`config.mk`:
```
export PLATFORM = sky130hd
export DESIGN_NAME = iec_counter
export DESIGN_NICKNAME = d
export VERILOG_FILES = /design/src/hdl/iec_pkg.sv /design/src/hdl/iec_counter.sv
export VERILOG_INCLUDE_DIRS = /design/src /design/src/hdl
export SDC_FILE = /design/constraint.sdc
export NUM_CORES = 1
export LEC_CHECK = 0
export ABC_AREA = 1
export BUFFER_PORTS_ARGS = -buffer_cell sky130_fd_sc_hd__buf_2
export CAP_MARGIN = 30
export CORE_AREA = 2 2 158 199
export DETAILED_ROUTE_END_ITERATION = 7
export DIE_AREA = 0 0 160 201
export GPL_TIMING_DRIVEN = 1
export HOLD_SLACK_MARGIN = 0.12
export PLACE_DENSITY = 0.56
export SYNTH_ARGS = -nofsm -noshare
export SYNTH_HDL_FRONTEND = slang
export SYNTH_SLANG_ARGS = --single-unit
export TNS_END_PERCENT = 1
```
`constraint.sdc`:
```
create_clock -name core_clk_i -period 3.6 [get_ports core_clk_i]
set_clock_uncertainty 0.2 [all_clocks]
set_input_delay 0.36 -clock core_clk_i [delete_from_list [all_inputs] [get_ports core_clk_i]]
set_output_delay 0.36 -clock core_clk_i [all_outputs]
set_load 0.02 [all_outputs]
```
`src/hdl/iec_params.svh`:
```
// Offsets, field positions, reset values and timing counts of the encoder counter.
`ifndef IEC_PARAMS_SVH
`define IEC_PARAMS_SVH
// ----------------------------------------------------------------
// Register byte offsets
// ----------------------------------------------------------------
`define IEC_OFF_OUT_LO   8'h00
`define IEC_OFF_OUT_HI   8'h04
`define IEC_OFF_IN_LO    8'h08
`define IEC_OFF_IN_HI    8'h0C
`define IEC_OFF_FEATURE  8'h10
`define IEC_OFF_STATUS   8'h14
// ----------------------------------------------------------------
// Control byte fields
// ----------------------------------------------------------------
`define IEC_CTL_ZP_LATCH_EN  0
`define IEC_CTL_EXT_LATCH_EN 1
`define IEC_CTL_SET_COUNTER  2
// ----------------------------------------------------------------
// Feature fields and reset value
// ----------------------------------------------------------------
`define IEC_FEA_MODE_LSB  0
`define IEC_FEA_EVAL_LSB  2
`define IEC_FEA_COMPL     4
`define IEC_FEATURE_RST   5'h18
// ----------------------------------------------------------------
// Status fields
// ----------------------------------------------------------------
`define IEC_ST_LATCH_VALID  0
`define IEC_ST_OVERFLOW     1
`define IEC_ST_UNDERFLOW    2
`define IEC_ST_PERIOD_VALID 3
`define IEC_ST_ALARM        4
`define IEC_ST_GATE         5
// ----------------------------------------------------------------
// Timing
// ----------------------------------------------------------------
`define IEC_CLK_NS         20
`define IEC_PERIOD_RES_NS  200
`define IEC_PERIOD_TICK_CYC (`IEC_PERIOD_RES_NS / `IEC_CLK_NS)
`define IEC_RUN_TIMEOUT_MS 100
`define IEC_RUN_TIMEOUT_CYC (`IEC_RUN_TIMEOUT_MS * 1000000 / `IEC_CLK_NS)
`endif

```
`src/hdl/iec_pkg.sv`:
```
// Types shared by the encoder counter design.
package iec_pkg;
  // Operating mode selected by the feature register.
  typedef enum logic [1:0] {
    IEC_MODE_ENCODER = 2'h0,
    IEC_MODE_UPDOWN  = 2'h1,
    IEC_MODE_PERIOD  = 2'h2
  } iec_mode_t;
  // Edge evaluation of the quadrature tracks.
  typedef enum logic [1:0] {
    IEC_EVAL_X1 = 2'h0,
    IEC_EVAL_X2 = 2'h1,
    IEC_EVAL_X4 = 2'h2
  } iec_eval_t;
endpackage

```
`src/hdl/iec_counter.sv`:
```
// Incremental encoder counter with latch, period measurement and APB registers.
//
// Behaviour
// - 16-bit position counter from quadrature decoder, 16-bit latch; read, preset, arm latch.
// - Decoder offers 1, 2 or 4-fold evaluation, single-ended or complementary tracks.
// - Reset default is 4-fold complementary incremental encoder mode.
// - Feature setting picks encoder mode or up/down counter mode.
// - Up/down mode steps counter on each rising edge of track A.
// - Up/down mode: track B low counts up, high counts down.
// - Up/down mode: index track low enables counting, high holds it.
// - Gate input high suppresses all counting.
// - Index pulse captures counter into latch when zero-pulse latch enable set, except in up/down mode.
// - Rising external latch input captures counter when external latch enable set.
// - Period mode measures time between rising edges of A at 200 ns resolution.
// - Counter overflow and underflow are reported to the host.
// - Process image is 6 bytes in, 6 bytes out, control/status byte lowest.
// - Counter word in bytes COUNTER_WORD_BYTES read and preset; latch word in LATCH_WORD_BYTES read only.
// - Period mode returns period in byte D2 plus bytes LATCH_WORD_BYTES.
// - Run indicator shows data exchange, goes dark after 100 ms without any.
// - Encoder status input is active low; open input reads inactive.
// - Indicators mirror tracks, status, gate and external latch input levels.
//
// The APB slave port and the register offsets are this design's own decisions.
`timescale 1ns/1ns
`include "iec_params.svh"

module iec_counter #(
  parameter int unsigned RUN_TIMEOUT_CYC = `IEC_RUN_TIMEOUT_CYC,
  parameter int unsigned CNT_W           = 16,
  parameter int unsigned PER_W           = 24
) (
  // Clock and reset.
  input  wire logic        core_clk_i,
  input  wire logic        rstn_i,
  // APB slave.
  input  wire logic        psel_i,
  input  wire logic        penable_i,
  input  wire logic        pwrite_i,
  input  wire logic [7:0]  paddr_i,
  input  wire logic [31:0] pwdata_i,
  output logic      [31:0] prdata_o,
  output logic             pready_o,
  output logic             pslverr_o,
  // Encoder tracks, true and inverted.
  input  wire logic        track_a_i,
  input  wire logic        track_a_n_i,
  input  wire logic        track_b_i,
  input  wire logic        track_b_n_i,
  input  wire logic        track_c_i,
  input  wire logic        track_c_n_i,
  // Encoder alarm and field inputs.
  input  wire logic        encoder_status_n_i,
  input  wire logic        counter_hold_gate_input_i,
  input  wire logic        external_latch_input_i,
  // Indicators.
  output logic             led_a_o,
  output logic             led_b_o,
  output logic             led_c_o,
  output logic             led_status_o,
  output logic             led_gate_o,
  output logic             led_latch_o,
  output logic             led_run_o
);

  // ----------------------------------------------------------------
  // Input synchronisers
  // ----------------------------------------------------------------
  localparam int unsigned NIN = 9;
  logic [NIN-1:0] raw_in;
  logic [NIN-1:0] sync1;
  logic [NIN-1:0] sync2;
  // Reset values match idle pin levels, so an open alarm pin reads inactive after reset.
  localparam logic [NIN-1:0] SYNC_IDLE = 9'h040;

  // Field pins gathered for one synchroniser per bit.
  assign raw_in = {external_latch_input_i, counter_hold_gate_input_i, encoder_status_n_i,
                   track_c_n_i, track_c_i, track_b_n_i, track_b_i, track_a_n_i, track_a_i};

  // Two flip-flops per pin; only the second stage is read by logic.
  genvar gi;
  generate
    for (gi = 0; gi < NIN; gi++) begin : g_sync
      always_ff @(posedge core_clk_i or negedge rstn_i) begin
        if (!rstn_i) begin
          sync1[gi] <= SYNC_IDLE[gi];
          sync2[gi] <= SYNC_IDLE[gi];
        end else begin
          sync1[gi] <= raw_in[gi];
          sync2[gi] <= sync1[gi];
        end
      end
    end
  endgenerate

  // ----------------------------------------------------------------
  // Registers
  // ----------------------------------------------------------------
  logic [7:0]       ctrl_byte;
  logic [15:0]      preset_word;
  logic [23:0]      out_hi;
  logic [4:0]       feature;
  logic [CNT_W-1:0] counter;
  logic [CNT_W-1:0] latch_word;
  logic [PER_W-1:0] period_run;
  logic [PER_W-1:0] period_word;
  logic [3:0]       tick_div;
  logic             latch_valid;
  logic             overflow;
  logic             underflow;
  logic             period_valid;
  logic             seen_a_edge;
  logic             a_q;
  logic             b_q;
  logic             c_q;
  logic             ext_q;
  logic [31:0]      run_cnt;

  // ----------------------------------------------------------------
  // Track conditioning
  // ----------------------------------------------------------------
  wire            compl_mode = feature[`IEC_FEA_COMPL];
  iec_pkg::iec_mode_t mode;
  iec_pkg::iec_eval_t eval;
  wire            a_lvl;
  wire            b_lvl;
  wire            c_lvl;
  wire            gate_lvl   = sync2[7];
  wire            ext_lvl    = sync2[8];
  wire            alarm      = ~sync2[6];

  // Complementary form needs the inverted line low as well.
  assign mode  = iec_pkg::iec_mode_t'(feature[`IEC_FEA_MODE_LSB +: 2]);
  assign eval  = iec_pkg::iec_eval_t'(feature[`IEC_FEA_EVAL_LSB +: 2]);
  assign a_lvl = compl_mode ? (sync2[0] & ~sync2[1]) : sync2[0];
  assign b_lvl = compl_mode ? (sync2[2] & ~sync2[3]) : sync2[2];
  assign c_lvl = compl_mode ? (sync2[4] & ~sync2[5]) : sync2[4];

  // ----------------------------------------------------------------
  // Edge detection and step decode
  // ----------------------------------------------------------------
  wire a_rise   = a_lvl & ~a_q;
  wire a_edge   = a_lvl ^ a_q;
  wire b_edge   = b_lvl ^ b_q;
  wire c_rise   = c_lvl & ~c_q;
  wire ext_rise = ext_lvl & ~ext_q;
  wire quad_dir = a_lvl ^ b_q;
  logic quad_step;
  logic step;
  logic step_up;

  // Step qualifier for each evaluation and mode.
  always_comb begin
    unique case (eval)
      iec_pkg::IEC_EVAL_X1: quad_step = a_rise;
      iec_pkg::IEC_EVAL_X2: quad_step = a_edge;
      iec_pkg::IEC_EVAL_X4: quad_step = a_edge | b_edge;
      default:              quad_step = a_edge | b_edge;
    endcase
    if (mode == iec_pkg::IEC_MODE_UPDOWN) begin
      step    = a_rise & ~c_lvl;
      step_up = ~b_lvl;
    end else begin
      step    = quad_step;
      step_up = quad_dir;
    end
  end

  wire count_en = step & ~gate_lvl;
  wire at_max   = (counter == {CNT_W{1'b1}});
  wire at_min   = (counter == {CNT_W{1'b0}});
  wire wrap_up  = count_en & step_up & at_max;
  wire wrap_dn  = count_en & ~step_up & at_min;

  // ----------------------------------------------------------------
  // APB decode
  // ----------------------------------------------------------------
  wire setup_ph  = psel_i & ~penable_i;
  wire access_ph = psel_i & penable_i & pready_o;
  wire wr_en     = access_ph & pwrite_i;
  wire sel_outlo = (paddr_i == `IEC_OFF_OUT_LO);
  wire sel_outhi = (paddr_i == `IEC_OFF_OUT_HI);
  wire sel_inlo  = (paddr_i == `IEC_OFF_IN_LO);
  wire sel_inhi  = (paddr_i == `IEC_OFF_IN_HI);
  wire sel_fea   = (paddr_i == `IEC_OFF_FEATURE);
  wire sel_st    = (paddr_i == `IEC_OFF_STATUS);
  wire mapped    = sel_outlo | sel_outhi | sel_inlo | sel_inhi | sel_fea | sel_st;
  wire preset_wr = wr_en & sel_outlo & pwdata_i[`IEC_CTL_SET_COUNTER];
  wire st_wr     = wr_en & sel_st;
  wire per_mode  = (mode == iec_pkg::IEC_MODE_PERIOD);

  // Input image: status byte, counter COUNTER_WORD_BYTES, then D2 and LATCH_WORD_BYTES.
  wire [7:0]  status_byte = {2'h0, gate_lvl, alarm, period_valid, underflow, overflow, latch_valid};
  wire [7:0]  d2_byte     = per_mode ? period_word[23:16] : 8'h00;
  wire [15:0] d34_word    = per_mode ? period_word[15:0] : latch_word;
  wire [31:0] in_lo       = {d2_byte, counter, status_byte};
  wire [31:0] in_hi       = {16'h0000, d34_word};
  logic [31:0] rd_mux;

  // Read data selection.
  assign rd_mux = sel_outlo ? {8'h00, preset_word, ctrl_byte} :
                  sel_outhi ? {8'h00, out_hi} :
                  sel_inlo  ? in_lo :
                  sel_inhi  ? in_hi :
                  sel_fea   ? {27'h0, feature} :
                  sel_st    ? {24'h0, status_byte} : 32'h0000_0000;

  // One wait-free access cycle: ready and read data load in setup.
  always_ff @(posedge core_clk_i or negedge rstn_i) begin
    if (!rstn_i) begin
      pready_o  <= 1'b0;
      pslverr_o <= 1'b0;
      prdata_o  <= 32'h0000_0000;
    end else begin
      pready_o  <= setup_ph;
      pslverr_o <= setup_ph & ~mapped;
      prdata_o  <= (setup_ph & ~pwrite_i) ? rd_mux : 32'h0000_0000;
    end
  end

  // Output image and feature setting; the set bit acts only once.
  always_ff @(posedge core_clk_i or negedge rstn_i) begin
    if (!rstn_i) begin
      ctrl_byte   <= 8'h00;
      preset_word <= 16'h0000;
      out_hi      <= 24'h00_0000;
      feature     <= `IEC_FEATURE_RST;
    end else begin
      if (wr_en & sel_outlo) begin
        ctrl_byte   <= pwdata_i[7:0] & ~(8'h01 << `IEC_CTL_SET_COUNTER);
        preset_word <= pwdata_i[23:8];
      end
      if (wr_en & sel_outhi) begin
        out_hi <= pwdata_i[23:0];
      end
      if (wr_en & sel_fea) begin
        feature <= pwdata_i[4:0];
      end
    end
  end

  // ----------------------------------------------------------------
  // Counter and latch
  // ----------------------------------------------------------------
  wire zp_latch  = c_rise & ctrl_byte[`IEC_CTL_ZP_LATCH_EN] & (mode != iec_pkg::IEC_MODE_UPDOWN);
  wire ext_latch = ext_rise & ctrl_byte[`IEC_CTL_EXT_LATCH_EN];
  wire do_latch  = zp_latch | ext_latch;

  // Edge history for the detectors.
  always_ff @(posedge core_clk_i or negedge rstn_i) begin
    if (!rstn_i) begin
      a_q   <= 1'b0;
      b_q   <= 1'b0;
      c_q   <= 1'b0;
      ext_q <= 1'b0;
    end else begin
      a_q   <= a_lvl;
      b_q   <= b_lvl;
      c_q   <= c_lvl;
      ext_q <= ext_lvl;
    end
  end

  // Preset wins over counting; wrap is natural modulo arithmetic.
  always_ff @(posedge core_clk_i or negedge rstn_i) begin
    if (!rstn_i) begin
      counter <= {CNT_W{1'b0}};
    end else if (preset_wr) begin
      counter <= CNT_W'(pwdata_i[23:8]);
    end else if (count_en) begin
      counter <= step_up ? counter + 1'b1 : counter - 1'b1;
    end
  end

  // Latch capture from index or external input.
  always_ff @(posedge core_clk_i or negedge rstn_i) begin
    if (!rstn_i) begin
      latch_word <= {CNT_W{1'b0}};
    end else if (do_latch) begin
      latch_word <= counter;
    end
  end

  // Sticky flags; a new event beats a write-one clear in the same cycle.
  always_ff @(posedge core_clk_i or negedge rstn_i) begin
    if (!rstn_i) begin
      latch_valid  <= 1'b0;
      overflow     <= 1'b0;
      underflow    <= 1'b0;
    end else begin
      latch_valid <= do_latch | (latch_valid & ~(st_wr & pwdata_i[`IEC_ST_LATCH_VALID]));
      overflow    <= wrap_up | (overflow & ~(st_wr & pwdata_i[`IEC_ST_OVERFLOW]));
      underflow   <= wrap_dn | (underflow & ~(st_wr & pwdata_i[`IEC_ST_UNDERFLOW]));
    end
  end

  // ----------------------------------------------------------------
  // Period measurement
  // ----------------------------------------------------------------
  wire tick    = (tick_div == 4'(`IEC_PERIOD_TICK_CYC - 1));
  wire per_cap = per_mode & a_rise & seen_a_edge;
  wire per_sat = (period_run == {PER_W{1'b1}});

  // Prescaler to the 200 ns resolution, restarted on each A rise.
  always_ff @(posedge core_clk_i or negedge rstn_i) begin
    if (!rstn_i) begin
      tick_div <= 4'h0;
    end else if (a_rise | tick) begin
      tick_div <= 4'h0;
    end else begin
      tick_div <= tick_div + 4'h1;
    end
  end

  // Running count between rising A edges, saturating when too slow.
  always_ff @(posedge core_clk_i or negedge rstn_i) begin
    if (!rstn_i) begin
      period_run   <= {PER_W{1'b0}};
      period_word  <= {PER_W{1'b0}};
      seen_a_edge  <= 1'b0;
      period_valid <= 1'b0;
    end else begin
      if (!per_mode) begin
        period_run  <= {PER_W{1'b0}};
        seen_a_edge <= 1'b0;
      end else if (a_rise) begin
        period_run  <= {PER_W{1'b0}};
        seen_a_edge <= 1'b1;
      end else if (tick & ~per_sat) begin
        period_run  <= period_run + 1'b1;
      end
      if (per_cap) begin
        period_word <= period_run + PER_W'(tick & ~per_sat);
      end
      period_valid <= per_cap | (period_valid & ~(st_wr & pwdata_i[`IEC_ST_PERIOD_VALID]));
    end
  end

  // ----------------------------------------------------------------
  // Indicators
  // ----------------------------------------------------------------
  wire run_alive = (run_cnt != 32'h0000_0000);

  // Any completed bus access counts as process data exchange.
  always_ff @(posedge core_clk_i or negedge rstn_i) begin
    if (!rstn_i) begin
      run_cnt <= 32'h0000_0000;
    end else if (access_ph) begin
      run_cnt <= 32'(RUN_TIMEOUT_CYC);
    end else if (run_alive) begin
      run_cnt <= run_cnt - 32'h0000_0001;
    end
  end

  // Indicator flops follow the synchronised levels; the run flop follows the run timer.
  always_ff @(posedge core_clk_i or negedge rstn_i) begin
    if (!rstn_i) begin
      led_a_o      <= 1'b0;
      led_b_o      <= 1'b0;
      led_c_o      <= 1'b0;
      led_status_o <= 1'b0;
      led_gate_o   <= 1'b0;
      led_latch_o  <= 1'b0;
      led_run_o    <= 1'b0;
    end else begin
      led_a_o      <= a_lvl;
      led_b_o      <= b_lvl;
      led_c_o      <= c_lvl;
      led_status_o <= alarm;
      led_gate_o   <= gate_lvl;
      led_latch_o  <= ext_lvl;
      led_run_o    <= run_alive;
    end
  end

endmodule // iec_counter

```
==> results.md, run 1 <==
- The fraction of the cycle the final worst path needs is 0.890.
- The post-route worst hold slack is 0.149 ns.
- The clock latency on the worst-skew pair is 0.57 ns.
- The most repeated library cell on the critical path is nor2_1.
- The number of global-route vias before repair is 10100.
- The number of different library cells used by synthesis comes to 58.
- The kind of end point of the critical path is a register.
- The total inserted antenna cells is 0.
- In the final routed layout, each cell accounts on average for 16.0 um.
- The share of the Yosys chip area taken by registers is 0.487.
- The final-layout setup total negative slack is 0 ns.
- The die is 160 um wide.
- In this run the power density over the cells is 503 mW/mm2.
- Along the worst hold path, the cell count comes to 0.
- The flow ran to the end, and the final reports show no timing, DRC or antenna violations.
- The total congestion overflow is 0.
- The first routing iteration left 567 violations.
- The initial core utilization is 0.392.
- The worst hold path class is register to register.
- Synthesis produced a netlist whose cell count is 1473.
- The detail route stage leaves a number of antenna-violating nets equal to 0.
- IR analysis of the VDD net gives a maximum drop of 0.354 mV.
- The clock tree root driver cell is clkbuf_16.
- For met1 alone, demand over resource in global routing was 0.267.
- The count of buffers from port buffering is 86.
- The layer flagged by global routing as most heavily used is met2.
- The final HPWL from detailed placement is 23500 um.
- The CTS tree is built.
- Once routing completed, OpenROAD measured the worst setup slack at 0.398 ns.
- The reported leakage power is 0.00656 uW.
- The critical path class is register to register.
- The count of final max-slew check failures is 0.
- Of the cells placed in the final design, the portion with a size suffix greater than 1 is 0.148.
- STA classifies the critical path startpoint as a register.
- Counting flops with a built-in enable in the synthesized netlist gives 0.
- Buffers inserted during clock tree synthesis total 26.
- Setup violations remaining at the end of the flow were counted as 0.
- For this design, the sink count on the clock tree is 232.
- Of all nets on the critical path, the largest fanout is 6.
- The area of the mapped netlist is 0.0119 mm2.
- After detailed routing, the total wire length is 32500 um.
- The worst-case setup slack after placement is 0.328 ns.
- In the synthesized netlist the dominant register cell turns out to be dfrtp_1.
- The number of antenna violations at the first check in global routing was 0.
- The number of nets handed over by synthesis was 1536.
- The count of endpoints failing hold in the final timing report is 0.
- The post-synthesis register bit count is 232.
- The die height is 201 um.
- Using the TritonRoute via totals, the vias-per-cell ratio works out to 4.94.
- For the pin with the worst max-slew slack, the measured transition is 0.908 ns.
- The floorplan has 72 rows.
- Summing over every cut layer, the via total after detailed routing is 9988.
- The critical path crosses 19 cells after its start point.
- Counting along the longest clock path gives a buffer depth of 3.
- The register clock-pin slew on the reported worst setup and hold paths is 0.07 ns.
- For this run, the post-layout net count is 1659.
- The pre-antenna-repair detailed-routing pass consisted of 5 iterations.
- The overall power consumption is 7120 uW.
- In this run the mean area of a mapped cell was 8.09 um2.
- The final critical path time including I/O delays and setup is 3.20 ns.
- The slowest cell on the critical path is dfrtp_1.
- Entering global routing, the biggest net connects 104 pins.
- The kind of cell adding the most delay to the critical path is simple AND/OR/NAND/NOR gates.
- The critical path contains buffers and inverters numbering 4 combined.
- The max-cap check violation count is 0.
- The arrival time at the worst endpoint is 3.45 ns.
- The all-layer global routing usage is 0.203.
- The full die area is 0.0322 mm2.
- After filler insertion, the fill cell instance count of the layout stands at 3086.
- The area growth from synthesis to layout is 18.8%.
- The async set or reset register ratio after synthesis is 1.00.
- The critical path goes through ha_1, inv_1, nor2_1, nand2_1, nor2_1, nand3_1, nand2_2, inv_2, ha_1, ha_1, nand2_1, nor2_2, inv_1, nor2_1, inv_1, nor2_1, nand2_1, xor2_1, o21ai_1.
- In the global route stage, met2 resource usage came out at 0.357.
- The region available for standard cell placement spans 0.0304 mm2.
- For this run, the slowest stage of the critical path takes 0.42 ns.
- Yosys printed 0 warnings.
- After clock tree synthesis, the setup repair step added 0 buffers.
- The required time of the critical path is 3.85 ns.
- For this run, design rule violations remaining after detail routing come to 0.
- The finished layout holds 2023 standard cells, fillers aside.
- In this run the count of I/O pins placed on the die edge is 95.
- The first global-routing pass estimated 53000 um of wire.
- In this run the tightest slew margin relative to its limit is 0.393.
- The worst reg-to-reg path cell count is 19.
- The congestion estimate from routability-driven global placement came to 0.917.
- In this run, placement finished with an instance count of 1936.
- Setup repair after global routing left no endpoint under its margin.
- The upper clock frequency limit is 312 MHz.
- In the global route stage, met3 resource usage came out at 0.0221.
- In this run the number of H-tree levels came out at 1.
-- registers in the layout, indices dropped and copies added, names as in the netlist, 4 cells and up --
register,count
counter,16
ctrl_byte,7
feature,5
latch_word,16
out_hi,24
period_run,24
period_word,24
prdata_o,32
preset_word,16
run_cnt,32
sync1,9
sync2,7
tick_div,4
-- stage by stage --
stage           util  area, um2
2_1_floorplan      -      11900
3_3_place_gp   0.422      12800
3_5_place_dp   0.422      12800
4_1_cts        0.465      14200
5_1_grt        0.465      14200
6_report       0.465      14200
-- final cells by class --
| type | instances | area [um2] | area share |
|---|---|---|---|
| multi-input cells | 979 | 5100 | 0.360 |
| flip-flops and latches | 232 | 5810 | 0.410 |
| inverters | 216 | 815 | 0.0575 |
| clock buffers | 31 | 709 | 0.0501 |
| repair buffers | 141 | 988 | 0.0698 |
| clock inverters | 17 | 230 | 0.0163 |
| well taps | 407 | 509 | 0.0360 |
-- synth_stat cells, drive strengths merged, types with 5 or more instances --
cell type  instances  share of area
nand2            366           0.13
dfrtp            228           0.48
inv              213          0.067
o21ai            147          0.062
nor2             135          0.048
nand3             68          0.031
a21oi             63          0.027
clkbuf            34          0.011
xor2              34          0.025
nor3              28          0.014
o211ai            25          0.016
nor4              19          0.013
nand4             17          0.010
buf               12         0.0071
xnor2             10         0.0073
ha                 9         0.0094
o221ai             9         0.0066
o22ai              7         0.0037
o41ai              7         0.0051
or2                5         0.0028
-- power breakdown --
group	internal [uW]	total [uW]	switching [uW]
Clock	1710	2870	1160
Sequential	2780	3050	266
Combinational	418	1210	787
-- worst paths after layout --
check | start | to | slack (ns)
max in group asynchronous | rstn_i | counter[11]$_DFFE_PN0P_ | 2.02
hold reg to reg | sync1[3]$_DFF_PN0_ | sync2[3]$_DFF_PN0_ | 0.15
setup / recovery | period_run[1]$_DFFE_PN0P_ | period_word[20]$_DFFE_PN0P_ | 0.40
hold / removal | sync1[3]$_DFF_PN0_ | sync2[3]$_DFF_PN0_ | 0.15
min in group asynchronous | rstn_i | run_cnt[0]$_DFFE_PN0P_ | 0.25
setup reg to reg | period_run[1]$_DFFE_PN0P_ | period_word[20]$_DFFE_PN0P_ | 0.40
-- per-layer routing --
metal | share of wire | vias up
met2 | 0.50 | 183
li1 | - | 5005
met5 | 0 | -
met4 | 0.020 | 0
met1 | 0.45 | 4755
met3 | 0.036 | 45
-- logic make-up (layout without fill, tap and decap cells) --
| group | after synthesis | count (layout) | share of synthesized area |
|---|---|---|---|
| buf+inv | 262 | 405 | 0.0862 |
| fa+ha+maj | 9 | 9 | 0.00945 |
| flops | 232 | 232 | 0.487 |
| compound gates | 275 | 275 | 0.131 |
| mux | 6 | 6 | 0.00525 |
| xor+xnor | 44 | 44 | 0.0323 |
| simple gates | 645 | 645 | 0.249 |
-- cell usage in the layout, fill, tap and decap left out, types with 15 or more instances in the layout --
cell type and instances:
nor3_1 22, xor2_1 34, nor2_1 117, dlygate4sd3_1 39, nand2_1 336, inv_1 202
o211ai_1 25, nor2_2 16, o21ai_0 138, nand4_1 15, nand3_1 64, clkbuf_16 26
dfrtp_1 228, buf_2 85, a21oi_1 62, nand2_2 20
-- what timing repair did --
| action | CTS | global route |
|---|---|---|
| gates resized for setup | 0 | 1 |
| hold buffers | 39 | 0 |
| endpoints found under the setup margin | 0 | 1 |
| hold endpoints to repair | 187 | 0 |
-- worst reg2reg max path, stage by stage, from the launching register on --
cell	delay, ns
dfrtp_1	0.42
ha_1	0.25
inv_1	0.08
nor2_1	0.07
nand2_1	0.07
nor2_1	0.05
nand3_1	0.10
nand2_2	0.12
inv_2	0.15
ha_1	0.22
ha_1	0.20
nand2_1	0.13
nor2_2	0.22
inv_1	0.09
nor2_1	0.13
inv_1	0.10
nor2_1	0.17
nand2_1	0.09
xor2_1	0.16
o21ai_1	0.07
(Power assumes the default switching activity.)
==> inputs of run 2 (changes only) <==
--- a/config.mk
+++ b/config.mk
@@ -9,12 +9,12 @@
 export ABC_AREA = 1
 export BUFFER_PORTS_ARGS = -buffer_cell sky130_fd_sc_hd__buf_2
 export CAP_MARGIN = 30
-export CORE_AREA = 2 2 158 199
+export CORE_AREA = 2 2 130 163
 export DETAILED_ROUTE_END_ITERATION = 7
-export DIE_AREA = 0 0 160 201
+export DIE_AREA = 0 0 132 165
 export GPL_TIMING_DRIVEN = 1
 export HOLD_SLACK_MARGIN = 0.12
-export PLACE_DENSITY = 0.56
+export PLACE_DENSITY = 0.79
 export SYNTH_ARGS = -nofsm -noshare
 export SYNTH_HDL_FRONTEND = slang
 export SYNTH_SLANG_ARGS = --single-unit
==> results.md, run 2 (synthesis gave the netlist of run 1 again) <==
- The final worst slack is 0.392 ns (-0.00613 ns).
- The clock latency on the worst-skew pair is 0.53 ns (-0.04 ns).
- The number of filler cells placed in the layout is 1631 (-47%).
- The leading cell type in the layout, fill and taps excluded is nand2_1.
- The floorplan row count is 58 (-19%).
- The die height is 165 um (-18%).
- The register clock-pin slew on the reported worst setup and hold paths is 0.06 ns (about the same).
- The total via count in the routed design is 10600 (+5.7%).
- The critical path is of the register to register type.
- The combined buffer and inverter count along the critical path is 4 (unchanged).
- The fraction of the cycle the final worst path needs came to 0.891 (+0.00170).
- The largest registers in the layout are prdata_o x32, run_cnt x32.
- The kind of end point of the critical path is a register.
- The setup fix buffers added after clock tree synthesis is 0 (unchanged).
- The number of global-route vias before repair is 10300 (+1.7%).
- The placed instance area was 0.0126 mm2 (-1.5%).
- The number of H-tree levels is 1 (unchanged).
- The count of buffers from port buffering was 86 (unchanged).
- The number of buffers on the longest clock path is 3 (unchanged).
- The total number of nets in the final design is 1656 (-0.18%).
- The chip width was 132 um (-18%).
- The number of endpoints failing setup at the final stage came to 0 (unchanged).
- The area growth from synthesis to layout is 15.8%.
- The CTS sink count came to 232 (unchanged).
- The final-layout setup total negative slack was 0 ns (unchanged).
- In the layout the commonest cells are nand2_1, dfrtp_1, inv_1, o21ai_0, nor2_1.
- The final HPWL from detailed placement is 21900 um (-6.6%).
- The share of layout cells above drive strength 1 is 0.143 (-0.00451).
- The post-route worst hold slack came to 0.151 ns (+0.00161 ns).
- The via density per instance is 5.61 (+14%).
- The worst-case setup slack after placement is 0.408 ns (+0.0795 ns).
- The element type at the critical path start is a register.
- In this run the worst hold path is classified as register to register.
- The global-route wire length before repair is 51000 um (-3.8%).
- The total non-filler cell area in the finished layout was 0.0138 mm2 (-2.5%).
- The reported leakage power is 0.00647 uW (-1.5%).
- The initial core utilization is 0.593 (+0.202).
- The total inserted antenna cells is 0 (unchanged).
- The initial detailed-routing violation count is 916 (+62%).
- The worst stage delay on the critical path is 0.40 ns (-0.02 ns).
- The number of design rule violations left after detail routing came to 0 (unchanged).
- The number of I/O pins is 95 (unchanged).
- The post-detailed-routing wire length is 31000 um (-4.5%).
- The max-cap check violation count is 0 (unchanged).
- The area of the placeable core came to 0.0201 mm2 (-34%).
- The first-pass iteration count of the detailed router is 6 (+1).
- The transition time of the tightest slew-check pin is 0.924 ns (+0.0163 ns).
- The flow ran to the end, and the final reports show no timing, DRC or antenna violations.
- The all-layer global routing usage is 0.291 (+0.0881).
- The global placer's final weighted congestion came to 0.947 (+3.3%).
- The final critical path time including I/O delays and setup is 3.21 ns (+0.00613 ns).
- The power per standard cell area was 485 mW/mm2 (-3.6%).
- The slowest cell on the critical path is dfrtp_1.
- The largest fanout of any net on the critical path is 5 (-1).
- The CTS tree is built.
- Setup repair after global routing left no endpoint under its margin.
- The detail-routed net length per standard cell came to 16.5 um (+2.7%).
- The required time of the critical path is 3.85 ns (about the same).
- The count of final max-slew check failures is 0 (unchanged).
- The upper clock frequency limit is 312 MHz (-0.19%).
- The arrival time at the worst endpoint is 3.46 ns (about the same).
- The kind of cell adding the most delay to the critical path is simple AND/OR/NAND/NOR gates.
- The signal on the critical path passes through ha_1, inv_1, nor2_1, nand2_1, nor2_1, nand3_1, nand2_2, inv_1, ha_1, ha_1, nand2_1, nor2_2, inv_1, nor2_1, inv_1, nor2_1, nand2_1, xor2_1, o21ai_1.
- The number of buffers added by the clock tree synthesis step is 24 (-7.7%).
- The remaining antenna violation count is 0 (unchanged).
- The relative slew slack is 0.382 (-0.0109).
- The maximum resistive drop on vdd is 0.369 mV (+4.4%).
- The full die area was 0.0218 mm2 (-32%).
- The clock tree root driver cell is clkbuf_16.
- The count of endpoints failing hold in the final timing report is 0 (unchanged).
- The number of antenna violations at the first check in global routing is 0 (unchanged).
- The total congestion overflow is 0 (unchanged).
- The pin count of the biggest net entering global routing is 93 (-11%).
## run 2: final cells by class
cell class	count	area, um2	share of cell area
sequential	232	5810	0.421
clock inverter	12	88.8	0.00643
clock buffer	32	691	0.0500
multi-input combinational	979	5100	0.369
inverter	216	815	0.0590
tap	270	338	0.0245
timing repair buffer	140	968	0.0701
## run 2: final timing paths
kind                                           start                          end  slack (ns)  depth (start not counted)
max                        period_run[0]$_DFFE_PN0P_  period_word[20]$_DFFE_PN0P_        0.39                         19
min                               sync1[8]$_DFF_PN0_            ext_lvl$_DFF_PN0_        0.15                          0
max reg2reg                period_run[0]$_DFFE_PN0P_  period_word[20]$_DFFE_PN0P_        0.39                         19
min reg2reg                       sync1[8]$_DFF_PN0_            ext_lvl$_DFF_PN0_        0.15                          0
max in group asynchronous                     rstn_i       out_hi[21]$_DFFE_PN0P_        2.10                          3
min in group asynchronous                     rstn_i       run_cnt[1]$_DFFE_PN0P_        0.24                          2
## run 2: through the flow
step | util | cells | power [uW]
after floorplan | - | 1473 | 3870
after global placement | 0.629 | 1798 | 4200
after detailed placement | 0.629 | 1798 | 4240
after CTS | 0.687 | 1881 | 6690
after global routing | 0.687 | 1881 | 7010
final | 0.687 | 1881 | 6690
## run 2: layer usage
layer	global-route usage	share of wire	vias up
met2	0.502	0.50	406
met4	0.132	0.039	0
met1	0.368	0.40	5049
met5	0	0	-
met3	0.0384	0.062	95
li1	-	-	5005
## run 2: power by group
part           internal, uW  switching [uW]
Clock                  1360            1070
Sequential             2780             257
Combinational           425             804
Total                  4570            2130
## run 2: what timing repair did
action / in CTS / in global routing
endpoints found under the setup margin: 0 / 0
hold endpoints to repair: 172 / 0
gates resized for setup: 0 / 0
hold buffers: 39 / 0
